<file path="config.mk">
export PLATFORM = sky130hd
export DESIGN_NAME = sdamfc_top
export DESIGN_NICKNAME = d
export VERILOG_FILES = /design/src/sdamfc_pkg.sv /design/src/sdamfc_top.sv /design/src/sdamfc_sinc3.sv
export SDC_FILE = /design/constraint.sdc
export NUM_CORES = 2
export LEC_CHECK = 0
export BUFFER_PORTS_ARGS = -buffer_cell sky130_fd_sc_hd__buf_2
export CAP_MARGIN = 0
export CORE_ASPECT_RATIO = 1.4
export CORE_MARGIN = 8
export CORE_UTILIZATION = 38
export CTS_BUF_LIST = sky130_fd_sc_hd__clkbuf_4 sky130_fd_sc_hd__clkbuf_8
export CTS_CLUSTER_SIZE = 10
export DETAILED_ROUTE_END_ITERATION = 12
export GPL_TIMING_DRIVEN = 1
export HOLD_SLACK_MARGIN = 0.03
export PLACE_DENSITY = 0.49
export SLEW_MARGIN = 20
export SYNTH_ARGS = -nofsm -noshare
export SYNTH_HDL_FRONTEND = slang
export SYNTH_SLANG_ARGS = --single-unit
</file>
<file path="constraint.sdc">
create_clock -name i_clk -period 154.1 [get_ports i_clk]
set_clock_uncertainty 0.05 [all_clocks]
set_input_delay 15.41 -clock i_clk [delete_from_list [all_inputs] [get_ports i_clk]]
set_output_delay 15.41 -clock i_clk [all_outputs]
set_load 0.01 [all_outputs]
</file>
<file path="src/sdamfc_pkg.sv">
// package: constants, types and register map of the converter mode and filter control
// ****************************************************************
// ****************************************************************
package sdamfc_pkg;
   localparam logic [7:0] OFS_MODE = 8'h00;
   localparam logic [7:0] OFS_FILTER = 8'h04;
   localparam logic [7:0] OFS_CONFIG = 8'h08;
   localparam logic [7:0] OFS_THRESH = 8'h0C;
   localparam logic [7:0] OFS_TCOUNT = 8'h10;
   localparam logic [7:0] OFS_TLIMIT = 8'h14;
   localparam logic [7:0] OFS_ACCUM = 8'h18;
   localparam logic [7:0] OFS_CUR_DATA = 8'h1C;
   localparam logic [7:0] OFS_VT_DATA = 8'h20;
   localparam logic [7:0] OFS_STATUS = 8'h24;
   localparam logic [7:0] RST_MODE = 8'h00;
   localparam logic [15:0] RST_FILTER = 16'h0007;
   localparam logic [15:0] RST_CONFIG = 16'h0000;
   localparam logic [15:0] RST_THRESH = 16'h7FFF;
   localparam logic [7:0] RST_TLIMIT = 8'hFF;
   localparam int MODE_CONV_LSB = 0;
   localparam int MODE_PWR_LSB = 3;
   localparam int MODE_REF_BIT = 5;
   localparam int CFG_CMP_LSB = 3;
   localparam int CFG_ACC_LSB = 5;
   localparam int CFG_GAIN_LSB = 8;
   localparam logic [2:0] CONV_OFF = 3'h0;
   localparam logic [2:0] CONV_CONT = 3'h1;
   localparam logic [2:0] CONV_SINGLE = 3'h2;
   localparam logic [1:0] PWR_NORMAL = 2'h0;
   localparam logic [1:0] PWR_LP = 2'h1;
   localparam logic [1:0] PWR_LPP = 2'h2;
   localparam logic [3:0] GAIN_LP_LOG2 = 4'h7;
   localparam logic [3:0] GAIN_LPP_LOG2 = 4'h9;
   localparam logic [12:0] PROD_LIM_NORMAL = 13'h0780;
   localparam logic [12:0] PROD_LIM_LP = 13'h0800;
   localparam logic [13:0] DECIM_BASE = 14'h0040;
   typedef struct packed {
      logic chop;
      logic ravg;
      logic [5:0] averaging_factor;
      logic modify;
      logic [6:0] decimation_factor;
   } sdamfc_flt_s;
   typedef enum logic [2:0] {
      ST_IDLE = 3'b001,
      ST_RUN = 3'b010,
      ST_SINGLE = 3'b100
   } sdamfc_state_e;
endpackage

</file>
<file path="src/sdamfc_top.sv">
// converter power mode, filter configuration, comparator, counter and accumulator
//
// Added by the designer: the register offsets and the plain strobed port.
`timescale 1ns/1ps
`default_nettype none
module sdamfc_top (
   input wire logic i_clk,
   input wire logic i_rst_n,
   input wire logic [7:0] i_addr,
   input wire logic [31:0] i_wdata,
   input wire logic i_wr,
   input wire logic i_rd,
   output logic [31:0] o_rdata,
   input wire logic i_hf_mod_clk,
   input wire logic i_lp_osc,
   input wire logic i_cur_bit,
   input wire logic i_vt_bit,
   output logic o_cur_en,
   output logic o_vt_en,
   output logic o_lp_clk_sel,
   output logic o_lp_ref_sel,
   output logic [3:0] o_gain_log2,
   output logic o_cur_chop,
   output logic o_vt_chop,
   output logic o_cur_valid,
   output logic o_cmp_irq,
   output logic o_cnt_irq
);
   // ****************************************************************
   // registers
   // ****************************************************************
   logic [7:0] converter_mode_register;
   sdamfc_pkg::sdamfc_flt_s decimation_filter_config;
   logic [15:0] converter_config_register;
   logic [15:0] current_threshold_level;
   logic [7:0] threshold_event_counter;
   logic [7:0] threshold_count_limit;
   logic signed [31:0] current_result_accumulator;
   logic signed [15:0] cur_data, vt_data;
   logic cur_ready, vt_ready;
   sdamfc_pkg::sdamfc_state_e st;
   sdamfc_pkg::sdamfc_flt_s flt_eff;
   logic [3:0] sync1, sync2;
   logic [1:0] clk_prev;
   logic tick, run, restart;
   logic cur_v, vt_v;
   logic signed [15:0] cur_res, vt_res;
   logic [1:0] pwr, cmp_mode, acc_mode;
   logic lp, wr_mode, wr_flt, wr_cfg;
   logic [15:0] mag;
   logic [7:0] next_count;

   function automatic logic [15:0] magnitude(input logic signed [15:0] v);
      magnitude = v[15] ? 16'(-v) : v;
   endfunction

   // keeps the total decimation within what the datapath can hold
   function automatic logic [5:0] clamp_avg(input logic [6:0] dec, input logic [5:0] avg,
                                            input logic [12:0] lim);
      logic [12:0] room;
      room = 13'(lim / (13'(dec) + 13'h0001));
      clamp_avg = (13'(avg) + 13'h0001 > room) ? 6'(room - 13'h0001) : avg;
   endfunction

   assign pwr = converter_mode_register[sdamfc_pkg::MODE_PWR_LSB +: 2];
   assign lp = (pwr == sdamfc_pkg::PWR_LP) || (pwr == sdamfc_pkg::PWR_LPP);
   assign cmp_mode = converter_config_register[sdamfc_pkg::CFG_CMP_LSB +: 2];
   assign acc_mode = converter_config_register[sdamfc_pkg::CFG_ACC_LSB +: 2];
   assign wr_mode = i_wr && (i_addr == sdamfc_pkg::OFS_MODE);
   assign wr_flt = i_wr && (i_addr == sdamfc_pkg::OFS_FILTER);
   assign wr_cfg = i_wr && (i_addr == sdamfc_pkg::OFS_CONFIG);
   assign mag = magnitude(cur_res);

   // ****************************************************************
   // pin synchronisers and modulator clock choice
   // ****************************************************************
   always_ff @(posedge i_clk or negedge i_rst_n) begin
      if (!i_rst_n) begin
         sync1 <= 4'h0;
         sync2 <= 4'h0;
         clk_prev <= 2'h0;
      end else begin
         sync1 <= {i_vt_bit, i_cur_bit, i_lp_osc, i_hf_mod_clk};
         sync2 <= sync1;
         clk_prev <= sync2[1:0];
      end
   end

   // the low-power oscillator replaces the 512 kHz clock, so rates drop by about four
   assign tick = o_lp_clk_sel ? (sync2[1] && !clk_prev[1])
                              : (sync2[0] && !clk_prev[0]);

   // ****************************************************************
   // software registers
   // ****************************************************************
   always_ff @(posedge i_clk or negedge i_rst_n) begin
      if (!i_rst_n) begin
         converter_mode_register <= sdamfc_pkg::RST_MODE;
      end else if (wr_mode) begin
         converter_mode_register <= i_wdata[7:0];
      end else if (st == sdamfc_pkg::ST_SINGLE && cur_v) begin
         converter_mode_register[sdamfc_pkg::MODE_CONV_LSB +: 3] <= sdamfc_pkg::CONV_OFF;
      end
   end

   always_ff @(posedge i_clk or negedge i_rst_n) begin
      if (!i_rst_n) begin
         decimation_filter_config <= sdamfc_pkg::RST_FILTER;
         converter_config_register <= sdamfc_pkg::RST_CONFIG;
         current_threshold_level <= sdamfc_pkg::RST_THRESH;
         threshold_count_limit <= sdamfc_pkg::RST_TLIMIT;
      end else if (i_wr) begin
         if (i_addr == sdamfc_pkg::OFS_FILTER) begin
            decimation_filter_config <= i_wdata[15:0];
         end
         if (i_addr == sdamfc_pkg::OFS_CONFIG) begin
            converter_config_register <= i_wdata[15:0];
         end
         if (i_addr == sdamfc_pkg::OFS_THRESH) begin
            current_threshold_level <= i_wdata[15:0];
         end
         if (i_addr == sdamfc_pkg::OFS_TLIMIT) begin
            threshold_count_limit <= i_wdata[7:0];
         end
      end
   end

   // effective filter setting; the normal limit still lets chop reach 4 Hz
   always_ff @(posedge i_clk or negedge i_rst_n) begin
      if (!i_rst_n) begin
         flt_eff <= sdamfc_pkg::RST_FILTER;
      end else begin
         flt_eff <= decimation_filter_config;
         flt_eff.averaging_factor <= clamp_avg(decimation_filter_config.decimation_factor,
            decimation_filter_config.averaging_factor,
            lp ? sdamfc_pkg::PROD_LIM_LP : sdamfc_pkg::PROD_LIM_NORMAL);
      end
   end

   // ****************************************************************
   // conversion sequencing
   // ****************************************************************
   always_ff @(posedge i_clk or negedge i_rst_n) begin
      if (!i_rst_n) begin
         st <= sdamfc_pkg::ST_IDLE;
      end else if (wr_mode) begin
         unique case (i_wdata[sdamfc_pkg::MODE_CONV_LSB +: 3])
            sdamfc_pkg::CONV_CONT: st <= sdamfc_pkg::ST_RUN;
            sdamfc_pkg::CONV_SINGLE: st <= sdamfc_pkg::ST_SINGLE;
            default: st <= sdamfc_pkg::ST_IDLE;
         endcase
      end else begin
         unique case (st)
            sdamfc_pkg::ST_IDLE: st <= sdamfc_pkg::ST_IDLE;
            sdamfc_pkg::ST_RUN: st <= sdamfc_pkg::ST_RUN;
            sdamfc_pkg::ST_SINGLE: begin
               if (cur_v) begin
                  st <= sdamfc_pkg::ST_IDLE;
               end
            end
            default: st <= sdamfc_pkg::ST_IDLE;
         endcase
      end
   end

   // a write to the mode, filter or config register restarts the filters so no mixed-setting result escapes
   always_ff @(posedge i_clk or negedge i_rst_n) begin
      if (!i_rst_n) begin
         restart <= 1'b0;
         run <= 1'b0;
      end else begin
         restart <= wr_mode || wr_flt || wr_cfg;
         run <= (st != sdamfc_pkg::ST_IDLE) && !restart && !wr_mode && !wr_flt;
      end
   end

   // ****************************************************************
   // analog-side controls
   // ****************************************************************
   always_ff @(posedge i_clk or negedge i_rst_n) begin
      if (!i_rst_n) begin
         o_cur_en <= 1'b0;
         o_vt_en <= 1'b0;
         o_lp_clk_sel <= 1'b0;
         o_lp_ref_sel <= 1'b0;
         o_gain_log2 <= 4'h0;
      end else begin
         o_cur_en <= st != sdamfc_pkg::ST_IDLE;
         o_vt_en <= (st != sdamfc_pkg::ST_IDLE) && !lp;
         o_lp_clk_sel <= lp;
         o_lp_ref_sel <= lp && !converter_mode_register[sdamfc_pkg::MODE_REF_BIT];
         if (pwr == sdamfc_pkg::PWR_LP) begin
            o_gain_log2 <= sdamfc_pkg::GAIN_LP_LOG2;
         end else if (pwr == sdamfc_pkg::PWR_LPP) begin
            o_gain_log2 <= sdamfc_pkg::GAIN_LPP_LOG2;
         end else begin
            o_gain_log2 <= converter_config_register[sdamfc_pkg::CFG_GAIN_LSB +: 4];
         end
      end
   end

   // ****************************************************************
   // filters
   // ****************************************************************
   sdamfc_sinc3 u_cur (
      .i_clk(i_clk),
      .i_rst_n(i_rst_n),
      .i_run(run),
      .i_tick(tick),
      .i_bit(sync2[2]),
      .i_cfg(flt_eff),
      .o_valid(cur_v),
      .o_data(cur_res),
      .o_chop(o_cur_chop)
   );

   sdamfc_sinc3 u_vt (
      .i_clk(i_clk),
      .i_rst_n(i_rst_n),
      .i_run(run && !lp),
      .i_tick(tick),
      .i_bit(sync2[3]),
      .i_cfg(flt_eff),
      .o_valid(vt_v),
      .o_data(vt_res),
      .o_chop(o_vt_chop)
   );

   // ****************************************************************
   // results, comparator, counter and accumulator
   // ****************************************************************
   // ready flags: a new result in the read cycle wins over the clear
   always_ff @(posedge i_clk or negedge i_rst_n) begin
      if (!i_rst_n) begin
         cur_data <= '0;
         vt_data <= '0;
         cur_ready <= 1'b0;
         vt_ready <= 1'b0;
         o_cur_valid <= 1'b0;
      end else begin
         o_cur_valid <= cur_v;
         if (cur_v) begin
            cur_data <= cur_res;
            cur_ready <= 1'b1;
         end else if (i_rd && i_addr == sdamfc_pkg::OFS_CUR_DATA) begin
            cur_ready <= 1'b0;
         end
         if (vt_v) begin
            vt_data <= vt_res;
            vt_ready <= 1'b1;
         end else if (i_rd && i_addr == sdamfc_pkg::OFS_VT_DATA) begin
            vt_ready <= 1'b0;
         end
      end
   end

   // the logic runs on the result strobe alone, so all power modes keep it
   always_ff @(posedge i_clk or negedge i_rst_n) begin
      if (!i_rst_n) begin
         o_cmp_irq <= 1'b0;
      end else begin
         o_cmp_irq <= cur_v && (cmp_mode != 2'h0) && (mag > current_threshold_level);
      end
   end

   always_comb begin
      next_count = threshold_event_counter;
      if (mag >= current_threshold_level) begin
         next_count = (threshold_event_counter == 8'hFF) ? 8'hFF
                                                         : threshold_event_counter + 8'h01;
      end else if (cmp_mode == 2'h3) begin
         next_count = 8'h00;
      end else if (threshold_event_counter != 8'h00) begin
         next_count = threshold_event_counter - 8'h01;
      end
   end

   always_ff @(posedge i_clk or negedge i_rst_n) begin
      if (!i_rst_n) begin
         threshold_event_counter <= 8'h00;
         o_cnt_irq <= 1'b0;
      end else begin
         o_cnt_irq <= 1'b0;
         if (cmp_mode[1] == 1'b0) begin
            threshold_event_counter <= 8'h00;
         end else if (cur_v) begin
            threshold_event_counter <= next_count;
            o_cnt_irq <= (next_count == threshold_count_limit)
                         && (next_count != threshold_event_counter);
         end
      end
   end

   always_ff @(posedge i_clk or negedge i_rst_n) begin
      if (!i_rst_n) begin
         current_result_accumulator <= '0;
      end else if (acc_mode == 2'h0 || wr_cfg || wr_flt || wr_mode) begin
         current_result_accumulator <= '0;
      end else if (cur_v) begin
         current_result_accumulator <= (acc_mode == 2'h2)
            ? current_result_accumulator - 32'(cur_res)
            : current_result_accumulator + 32'(cur_res);
      end
   end

   // ****************************************************************
   // read port
   // ****************************************************************
   always_ff @(posedge i_clk or negedge i_rst_n) begin
      if (!i_rst_n) begin
         o_rdata <= 32'h0000_0000;
      end else if (i_rd) begin
         unique case (i_addr)
            sdamfc_pkg::OFS_MODE: o_rdata <= {24'h000000, converter_mode_register};
            sdamfc_pkg::OFS_FILTER: o_rdata <= {16'h0000, decimation_filter_config};
            sdamfc_pkg::OFS_CONFIG: o_rdata <= {16'h0000, converter_config_register};
            sdamfc_pkg::OFS_THRESH: o_rdata <= {16'h0000, current_threshold_level};
            sdamfc_pkg::OFS_TCOUNT: o_rdata <= {24'h000000, threshold_event_counter};
            sdamfc_pkg::OFS_TLIMIT: o_rdata <= {24'h000000, threshold_count_limit};
            sdamfc_pkg::OFS_ACCUM: o_rdata <= current_result_accumulator;
            sdamfc_pkg::OFS_CUR_DATA: o_rdata <= {{16{cur_data[15]}}, cur_data};
            sdamfc_pkg::OFS_VT_DATA: o_rdata <= {{16{vt_data[15]}}, vt_data};
            sdamfc_pkg::OFS_STATUS: o_rdata <= {27'h0000000, st, vt_ready, cur_ready};
            default: o_rdata <= 32'h0000_0000;
         endcase
      end else begin
         o_rdata <= 32'h0000_0000;
      end
   end
endmodule
`default_nettype wire

</file>
<file path="src/sdamfc_sinc3.sv">
// Sinc3 decimator with chop, averaging and running average for one channel
`timescale 1ns/1ps
`default_nettype none
module sdamfc_sinc3 (
   input wire logic i_clk,
   input wire logic i_rst_n,
   input wire logic i_run,
   input wire logic i_tick,
   input wire logic i_bit,
   input wire sdamfc_pkg::sdamfc_flt_s i_cfg,
   output logic o_valid,
   output logic signed [15:0] o_data,
   output logic o_chop
);
   logic signed [39:0] i1, i2, i3, i3_cap, z1, z2;
   logic [13:0] phase;
   logic [1:0] fill;
   logic [5:0] avg_cnt;
   logic signed [21:0] avg_sum;
   logic signed [15:0] prev;
   logic [13:0] n_dec;
   logic [13:0] cap_ph;
   logic signed [39:0] x, n1, n2, n3, z, y, ys;
   logic signed [15:0] s, a;
   logic signed [21:0] sum_n;
   logic [5:0] sh;
   // window is 64*(factor+1) ticks, so a zero factor runs at 8 kHz
   // modify shortens the third stage to 3/4 of the window
   always_comb begin
      n_dec = 14'((i_cfg.decimation_factor + 14'h0001) * sdamfc_pkg::DECIM_BASE);
      cap_ph = i_cfg.modify ? {2'b00, n_dec[13:2]} : 14'h0000;
      x = i_bit ? 40'sh1 : -40'sh1;
      n1 = i1 + x;
      n2 = i2 + n1;
      n3 = i3 + n2;
      z = n3 - i3_cap;
      y = z - (z1 <<< 1) + z2;
      sh = 6'(3 * (6 + $clog2(i_cfg.decimation_factor + 8'h01)));
      ys = y >>> (sh - 6'd15);
      s = (i_cfg.chop && o_chop) ? -ys[15:0] : ys[15:0];
      sum_n = avg_sum + 22'(s);
      a = 16'(sum_n / $signed({2'b00, i_cfg.averaging_factor} + 8'h01));
   end
   always_ff @(posedge i_clk or negedge i_rst_n) begin
      if (!i_rst_n) begin
         {i1, i2, i3, i3_cap, z1, z2} <= '0;
         phase <= 14'h0000;
         fill <= 2'h0;
         avg_cnt <= 6'h00;
         avg_sum <= '0;
         prev <= '0;
         o_valid <= 1'b0;
         o_data <= '0;
         o_chop <= 1'b0;
      end else if (!i_run) begin
         {i1, i2, i3, i3_cap, z1, z2} <= '0;
         phase <= 14'h0000;
         fill <= 2'h0;
         avg_cnt <= 6'h00;
         avg_sum <= '0;
         o_valid <= 1'b0;
         o_chop <= 1'b0;
      end else begin
         o_valid <= 1'b0;
         if (i_tick) begin
            i1 <= n1;
            i2 <= n2;
            i3 <= n3;
            if (phase == cap_ph) begin
               i3_cap <= n3;
            end
            phase <= (phase == n_dec - 14'h0001) ? 14'h0000 : phase + 14'h0001;
            if (phase == n_dec - 14'h0001) begin
               z1 <= z;
               z2 <= z1;
               // the comb pipeline needs three windows before its output is true
               if (fill != 2'h3) begin
                  fill <= fill + 2'h1;
               end else begin
                  o_chop <= ~o_chop;
                  if (avg_cnt == i_cfg.averaging_factor) begin
                     avg_cnt <= 6'h00;
                     avg_sum <= '0;
                     o_valid <= 1'b1;
                     prev <= a;
                     o_data <= i_cfg.ravg ? 16'((17'(a) + 17'(prev)) >>> 1) : a;
                  end else begin
                     avg_cnt <= avg_cnt + 6'h01;
                     avg_sum <= sum_n;
                  end
               end
            end
         end
      end
   end
endmodule
`default_nettype wire

</file>
== Word level (Yosys, flattened, before mapping) ==
Index checks and enable logic that the tools add are counted.

* Register bits: 848
* Output and inout bits: 45

* Muxes and demuxes: 127
* Reduce and logical (&&, ||, !) cells: 55
* Div/mod/pow operators: 3
* Bitwise logic cells: 4
* Magnitude comparators: 3
* $mul: 1
* Shift operators: 2
* Eq/ne operators: 41
* $add $sub $neg: 39

{| class="wikitable"
|+ Operator list
! operator !! number
|-
| 2-to-1 mux 40 bit || 32
|-
| 2-to-1 mux 32 bit || 12
|-
| adder 40 bit || 8
|-
| one-hot mux 32 bit (10 select lines) || 1
|-
| 2-to-1 mux 22 bit || 10
|-
| subtractor 40 bit || 4
|-
| 2-to-1 mux 14 bit || 6
|-
| 2-to-1 mux 16 bit || 5
|-
| >>> shifter 40 x 6 -> 16 bit || 2
|-
| 2-to-1 mux 6 bit || 11
|-
| equality test 14 bit || 4
|-
| 2-to-1 mux 8 bit || 6
|-
| negator 16 bit || 3
|-
| adder 22 x 16 -> 22 bit || 2
|-
| divider 22 x 22 -> 22 bit || 2
|-
| adder 16 x 16 -> 17 bit || 2
|-
| adder 32 x 16 -> 32 bit || 1
|-
| adder 4 x 32 -> 32 bit, first input constant || 1
|-
| equality test 8 x 5 -> 1 bit, second input constant || 4
|-
| multiplier 3 x 32 -> 6 bit, first input constant || 1
|-
| subtractor 32 x 16 -> 32 bit || 1
|-
| adder 14 x 1 -> 14 bit, second input constant || 2
|-
| 2-to-1 mux 1 bit || 26
|-
| adder 7 x 1 -> 8 bit, second input constant || 3
|-
| 44 further kinds || 126
|}

== Depth between registers and ports, before layout ==
* Depth after elaboration: 23
* Depth in mapped cells: 401
* Depth with buffers taken out: 380

== Modules after synthesis ==
Synthesis repeated with hierarchy kept, for this count alone.

* Cells, all modules: 11,757
* Area total of the unflattened synthesis: 97,171.9 µm²

{| class="wikitable"
|+ Modules (own cells, without submodules)
! module !! cells each !! area an instance (µm²) !! instances !! seq. area each (µm²)
|-
| sdamfc_sinc3 at u_cur || 5,139 || 42,114.1 || 1 || 7,957.6
|-
| sdamfc_sinc3 at u_vt || 4,853 || 39,272.7 || 1 || 7,957.6
|-
| sdamfc_top || 1,765 || 15,785.1 || 1 || 5,342.6
|}

== Worst setup path before layout ==
No wires, ideal clock.

* Path kind: register to register
* From: register sync2[3]
* To: register u_vt.o_data[15]
* Setup slack: 84.760 ns
* Library setup time: 0.064 ns
* Arrival: 69.226 ns
* Period minus slack after synthesis: 69.340 ns
* Data required time: 153.986 ns
* Stages on the path, launching flop included: 371
* Path through: dfrtp_1 inv_1 ha_1 a21o_1 a21oi_1 o21bai_1 a21oi_1 o21bai_1 a21oi_1 o21bai_1 a21oi_1 o21ai_0 a21oi_1 o21bai_1 a21oi_1 xnor2_1 ha_1 a2111oi_0 (+335 left out) o21ai_0 fa_1 a21o_1 a21o_1 a21o_1 a21oi_1 o21bai_1 a21oi_1 o21bai_1 a21oi_1 o21bai_1 a21oi_1 o21bai_1 a21oi_1 nand2b_1 a221oi_1 a211oi_1 a21o_1

* Longest elaborated chain between the ends: 14

{| class="wikitable"
|+ Ends and longest elaborated chain
! what !! line !! RTL
|-
| from (decl) || sdamfc_top.sv:43 || <nowiki>logic [3:0] sync1, sync2;</nowiki>
|-
| from (signal assigned) || sdamfc_top.sv:84 || <nowiki>sync2 <= sync1;</nowiki>
|-
| 2-to-1 mux 40 bit (*) || sdamfc_sinc3.sv:32 || <nowiki>x = i_bit ? 40'sh1 : -40'sh1;</nowiki>
|-
| adder 40 bit (*) || sdamfc_sinc3.sv:33 || <nowiki>n1 = i1 + x;</nowiki>
|-
| adder 40 bit (*) || sdamfc_sinc3.sv:34 || <nowiki>n2 = i2 + n1;</nowiki>
|-
| adder 40 bit (*) || sdamfc_sinc3.sv:35 || <nowiki>n3 = i3 + n2;</nowiki>
|-
| subtractor 40 bit (*) || sdamfc_sinc3.sv:36 || <nowiki>z = n3 - i3_cap;</nowiki>
|-
| subtractor 40 bit (*) || sdamfc_sinc3.sv:37 || <nowiki>y = z - (z1 <<< 1) + z2;</nowiki>
|-
| adder 40 bit (*) || sdamfc_sinc3.sv:37 ||
|-
| >>> shifter 40 x 6 -> 16 bit (*) || sdamfc_sinc3.sv:39 || <nowiki>ys = y >>> (sh - 6'd15);</nowiki>
|-
| negator 16 bit || sdamfc_sinc3.sv:40 || <nowiki>s = (i_cfg.chop && o_chop) ? -ys[15:0] : ys[15:0];</nowiki>
|-
| 2-to-1 mux 16 bit (*) || sdamfc_sinc3.sv:40 ||
|-
| adder 22 x 16 -> 22 bit (*) || sdamfc_sinc3.sv:41 || <nowiki>sum_n = avg_sum + 22'(s);</nowiki>
|-
| divider 22 x 22 -> 22 bit (*) || sdamfc_sinc3.sv:42 || <nowiki>a = 16'(sum_n / $signed({2'b00, i_cfg.averaging_factor} + 8'h01));</nowiki>
|-
| net u_vt.a[1] || sdamfc_sinc3.sv:24 || <nowiki>logic signed [15:0] s, a;</nowiki>
|-
| adder 16 x 16 -> 17 bit (*) || sdamfc_sinc3.sv:86 || <nowiki>o_data <= i_cfg.ravg ? 16'((17'(a) + 17'(prev)) >>> 1) : a;</nowiki>
|-
| 2-to-1 mux 16 bit (*) || sdamfc_sinc3.sv:86 ||
|-
| to (signal assigned) || sdamfc_sinc3.sv:86 ||
|-
| to (decl) || sdamfc_sinc3.sv:12 || <nowiki>output logic signed [15:0] o_data,</nowiki>
|}

Mark *: on every way through the listed nets, which the timed path passes. The rest lies on a longest branch.
A chain may end at the register's enable or synchronous reset.

== Worst setup path in the final report ==
Same ends and word-level chain as after synthesis.

==> reports/qor.yml <==
grt-ovfl-total: 0
htree_levels: 4
fin_util_pct: 41.1
slowest_stage: "nor3_1"
cts_root_buffer: "clkbuf_8"
maxSlewHeadroom_pct: 21.1
cts.sinks: 848
holdWs_ps: 302
syn2layout_area_growth_pct: 7.93
finalSetupViolCount: 0
tns_ps: 0
synth_area_sq_mm: 0.0924
synth_fa_ha_area_share_pct: 14.3
dieWidth_microns: 433
clockBufferDepth: 4
synth_xor_area_share_pct: 7.65
synth_top_family_by_area: "compound AO/OA/AOI/OAI gates"
post_route_cells_drive_above_1_share_pct: 8.33
fin_crit_sh_pct: 53.2
drc: 0
rsz0062_at_grt: "no"
clk_latency_ps: 980
first_global_vias: 84700
final_common_cell: "nand2_1"
worstSetupEndpointType: "register"
muxShareOfSynthArea_pct: 5.45
cp-start-kind: "register"
cts_made_buffers: 166
drtPass1Iterations: 6
cts_tree: "built"
cp.required_ps: 154970
num_vias: 84300
routedWlPerCell_microns: 19.2
fmax_mhz: 12.2
antenna_found_initial: 2
post_cts_resized: 0
synth-simple-area-share_pct: 19.9
synth-edff-count: 0
post-route-min-period_ps: 81980
ys_async_sr_fraction_pct: 100
maxCapViolCount: 0
yosysUniqueCellTypes: 144
path_class: "register to register"
path_clk_slew_ps: 60
hp-class: "register to register"
synth_nets: 12600
slew_violations: 0
tightestPinTransition_ps: 1170
cts_hold_buf: 0
finalNetCount: 12500
yosysWarningCount: 0
coreArea_sq_mm: 0.242
avgSynthCellArea_sq_um: 7.99
arrival_ps: 82850
fp.dieH_microns: 599
portBuffers: 76
ys_ff_latch: 848
dp_hpwl_microns: 217000
syn_inst: 11600
synthFlopType: "dfrtp_1"
wirelength_microns: 284000
hold_viol_final: 0
grt_max_degree: 165
layout_common_cells: "1598 x nand2_1, 968 x a21oi_1, 908 x ha_1"
max_stage_delay_ps: 820
drt_iter0_drc: 4815
grt_usage_pct: 21.2
ant_nets: 0
synth_seq_area_share_pct: 23.0
vias_per_cell: 5.69
synth_compound_area_share_pct: 25.4
start_util_pct: 38.1
num_rows: 214
crit_top_cell: "o21a_1"
dieArea_sq_mm: 0.259
place_congestion: 0.927
cts_setup_buffers: 0
ios: 93
path_max_fanout: 23
grt_pass1_wl_microns: 458000
status: "finished, final reports clean"
-- stage by stage --
step           setup slack, ps  instances  cell area, sq um
6_report                 72120      14800             99700
5_1_grt                  64970      14800             99700
4_1_cts                  72370      14800             99700
3_5_place_dp             72710      14500             96100
3_3_place_gp             73340      14500             96100
2_1_floorplan            84760      11600             92400
-- layout make-up --
class,count,area (sq um)
Antenna cell,3,7.51
Clock buffer,234,3040
Clock inverter,51,544
Fill cell,24600,143000
Inverter,530,2000
Multi-Input combinational cell,9724,67400
Sequential cell,848,21300
Tap cell,3240,4050
Timing Repair Buffer,198,1340
-- worst max-delay path, delay by kind of cell, from the launching register on --
kind / cells / cell delay (ps)
flops: 1 / 370
compound gates: 209 / 45230
buf+inv: 20 / 3480
mux: 4 / 1290
xor+xnor: 7 / 1980
fa+ha+maj: 32 / 10320
simple gates: 85 / 19140
-- sequential cells by signal, indices dropped and copies added (netlist names), 40 cells and up --
register and cells:
u_cur.i1 40, u_cur.i2 40, u_cur.i3 40, u_cur.i3_cap 40
u_cur.z1 40, u_cur.z2 40, u_vt.i1 40, u_vt.i2 40
u_vt.i3 40, u_vt.i3_cap 40, u_vt.z1 40, u_vt.z2 40
-- cells in the mapped netlist, types with 33 or more instances --
cell type / instances / area (sq um)
nand2_1: 1601 / 6010
a211o_1: 42 / 368
nand3_1: 185 / 926
mux2i_1: 192 / 1920
o21ai_1: 57 / 285
a22o_1: 76 / 666
a21o_1: 328 / 2460
buf_1: 42 / 158
o31ai_1: 116 / 871
mux2_2: 184 / 2070
clkbuf_1: 366 / 1370
o21a_1: 257 / 1930
and4_1: 40 / 350
xnor2_1: 494 / 4330
or4_1: 36 / 270
nor2b_1: 110 / 688
a21oi_1: 969 / 4850
a31oi_1: 95 / 594
mux4_2: 44 / 991
o211ai_1: 89 / 668
fa_1: 89 / 1780
and3_1: 95 / 594
nor3_1: 324 / 1620
nand2b_1: 146 / 913
or2_2: 64 / 400
ha_1: 910 / 11400
a21boi_0: 178 / 1340
nand4_1: 111 / 694
a211oi_1: 108 / 811
o21bai_1: 136 / 1020
a221oi_1: 35 / 307
or3_1: 78 / 488
inv_1: 525 / 1970
dfrtp_1: 818 / 20500
o22ai_1: 33 / 206
nor2_1: 882 / 3310
nor4_1: 42 / 263
and2_1: 101 / 632
o21ai_0: 604 / 3020
xor2_1: 303 / 2650
-- routing by layer --
metal,vias to the layer above,global-route usage [%],share of wire (%)
li1,41700,-,-
met4,0,8.34,4.1
met2,1558,39.9,51
met3,563,2.11,3.0
met5,-,0,0
met1,40600,24.5,41
-- path summary, 6_finish.rpt --
kind | slack [ps] | to | start | cells after the start
setup / recovery | 72120 | u_vt.o_data[15] | sync2[3] | 357
hold reg to reg | 300 | sync2[0] | sync1[0] | 0
max in group asynchronous | 136680 | u_cur.avg_sum[15] | i_rst_n | 4
min in group asynchronous | 14440 | u_vt.i1[9] | i_rst_n | 1
setup reg to reg | 72120 | u_vt.o_data[15] | sync2[3] | 357
hold / removal | 300 | sync2[0] | sync1[0] | 0
-- kinds of logic after synthesis --
family                   after synthesis
XOR/XNOR                             801
buffers and inverters                989
AO/OA/AOI/OAI                       3545
AND/OR/NAND/NOR                     3949
flip-flops                           848
multiplexers                         424
adder cells (fa/ha/maj)             1004
other                                  1
Power is not shown: default switching activity piles up to over one toggle a cycle in this logic, so the estimate is an artifact.
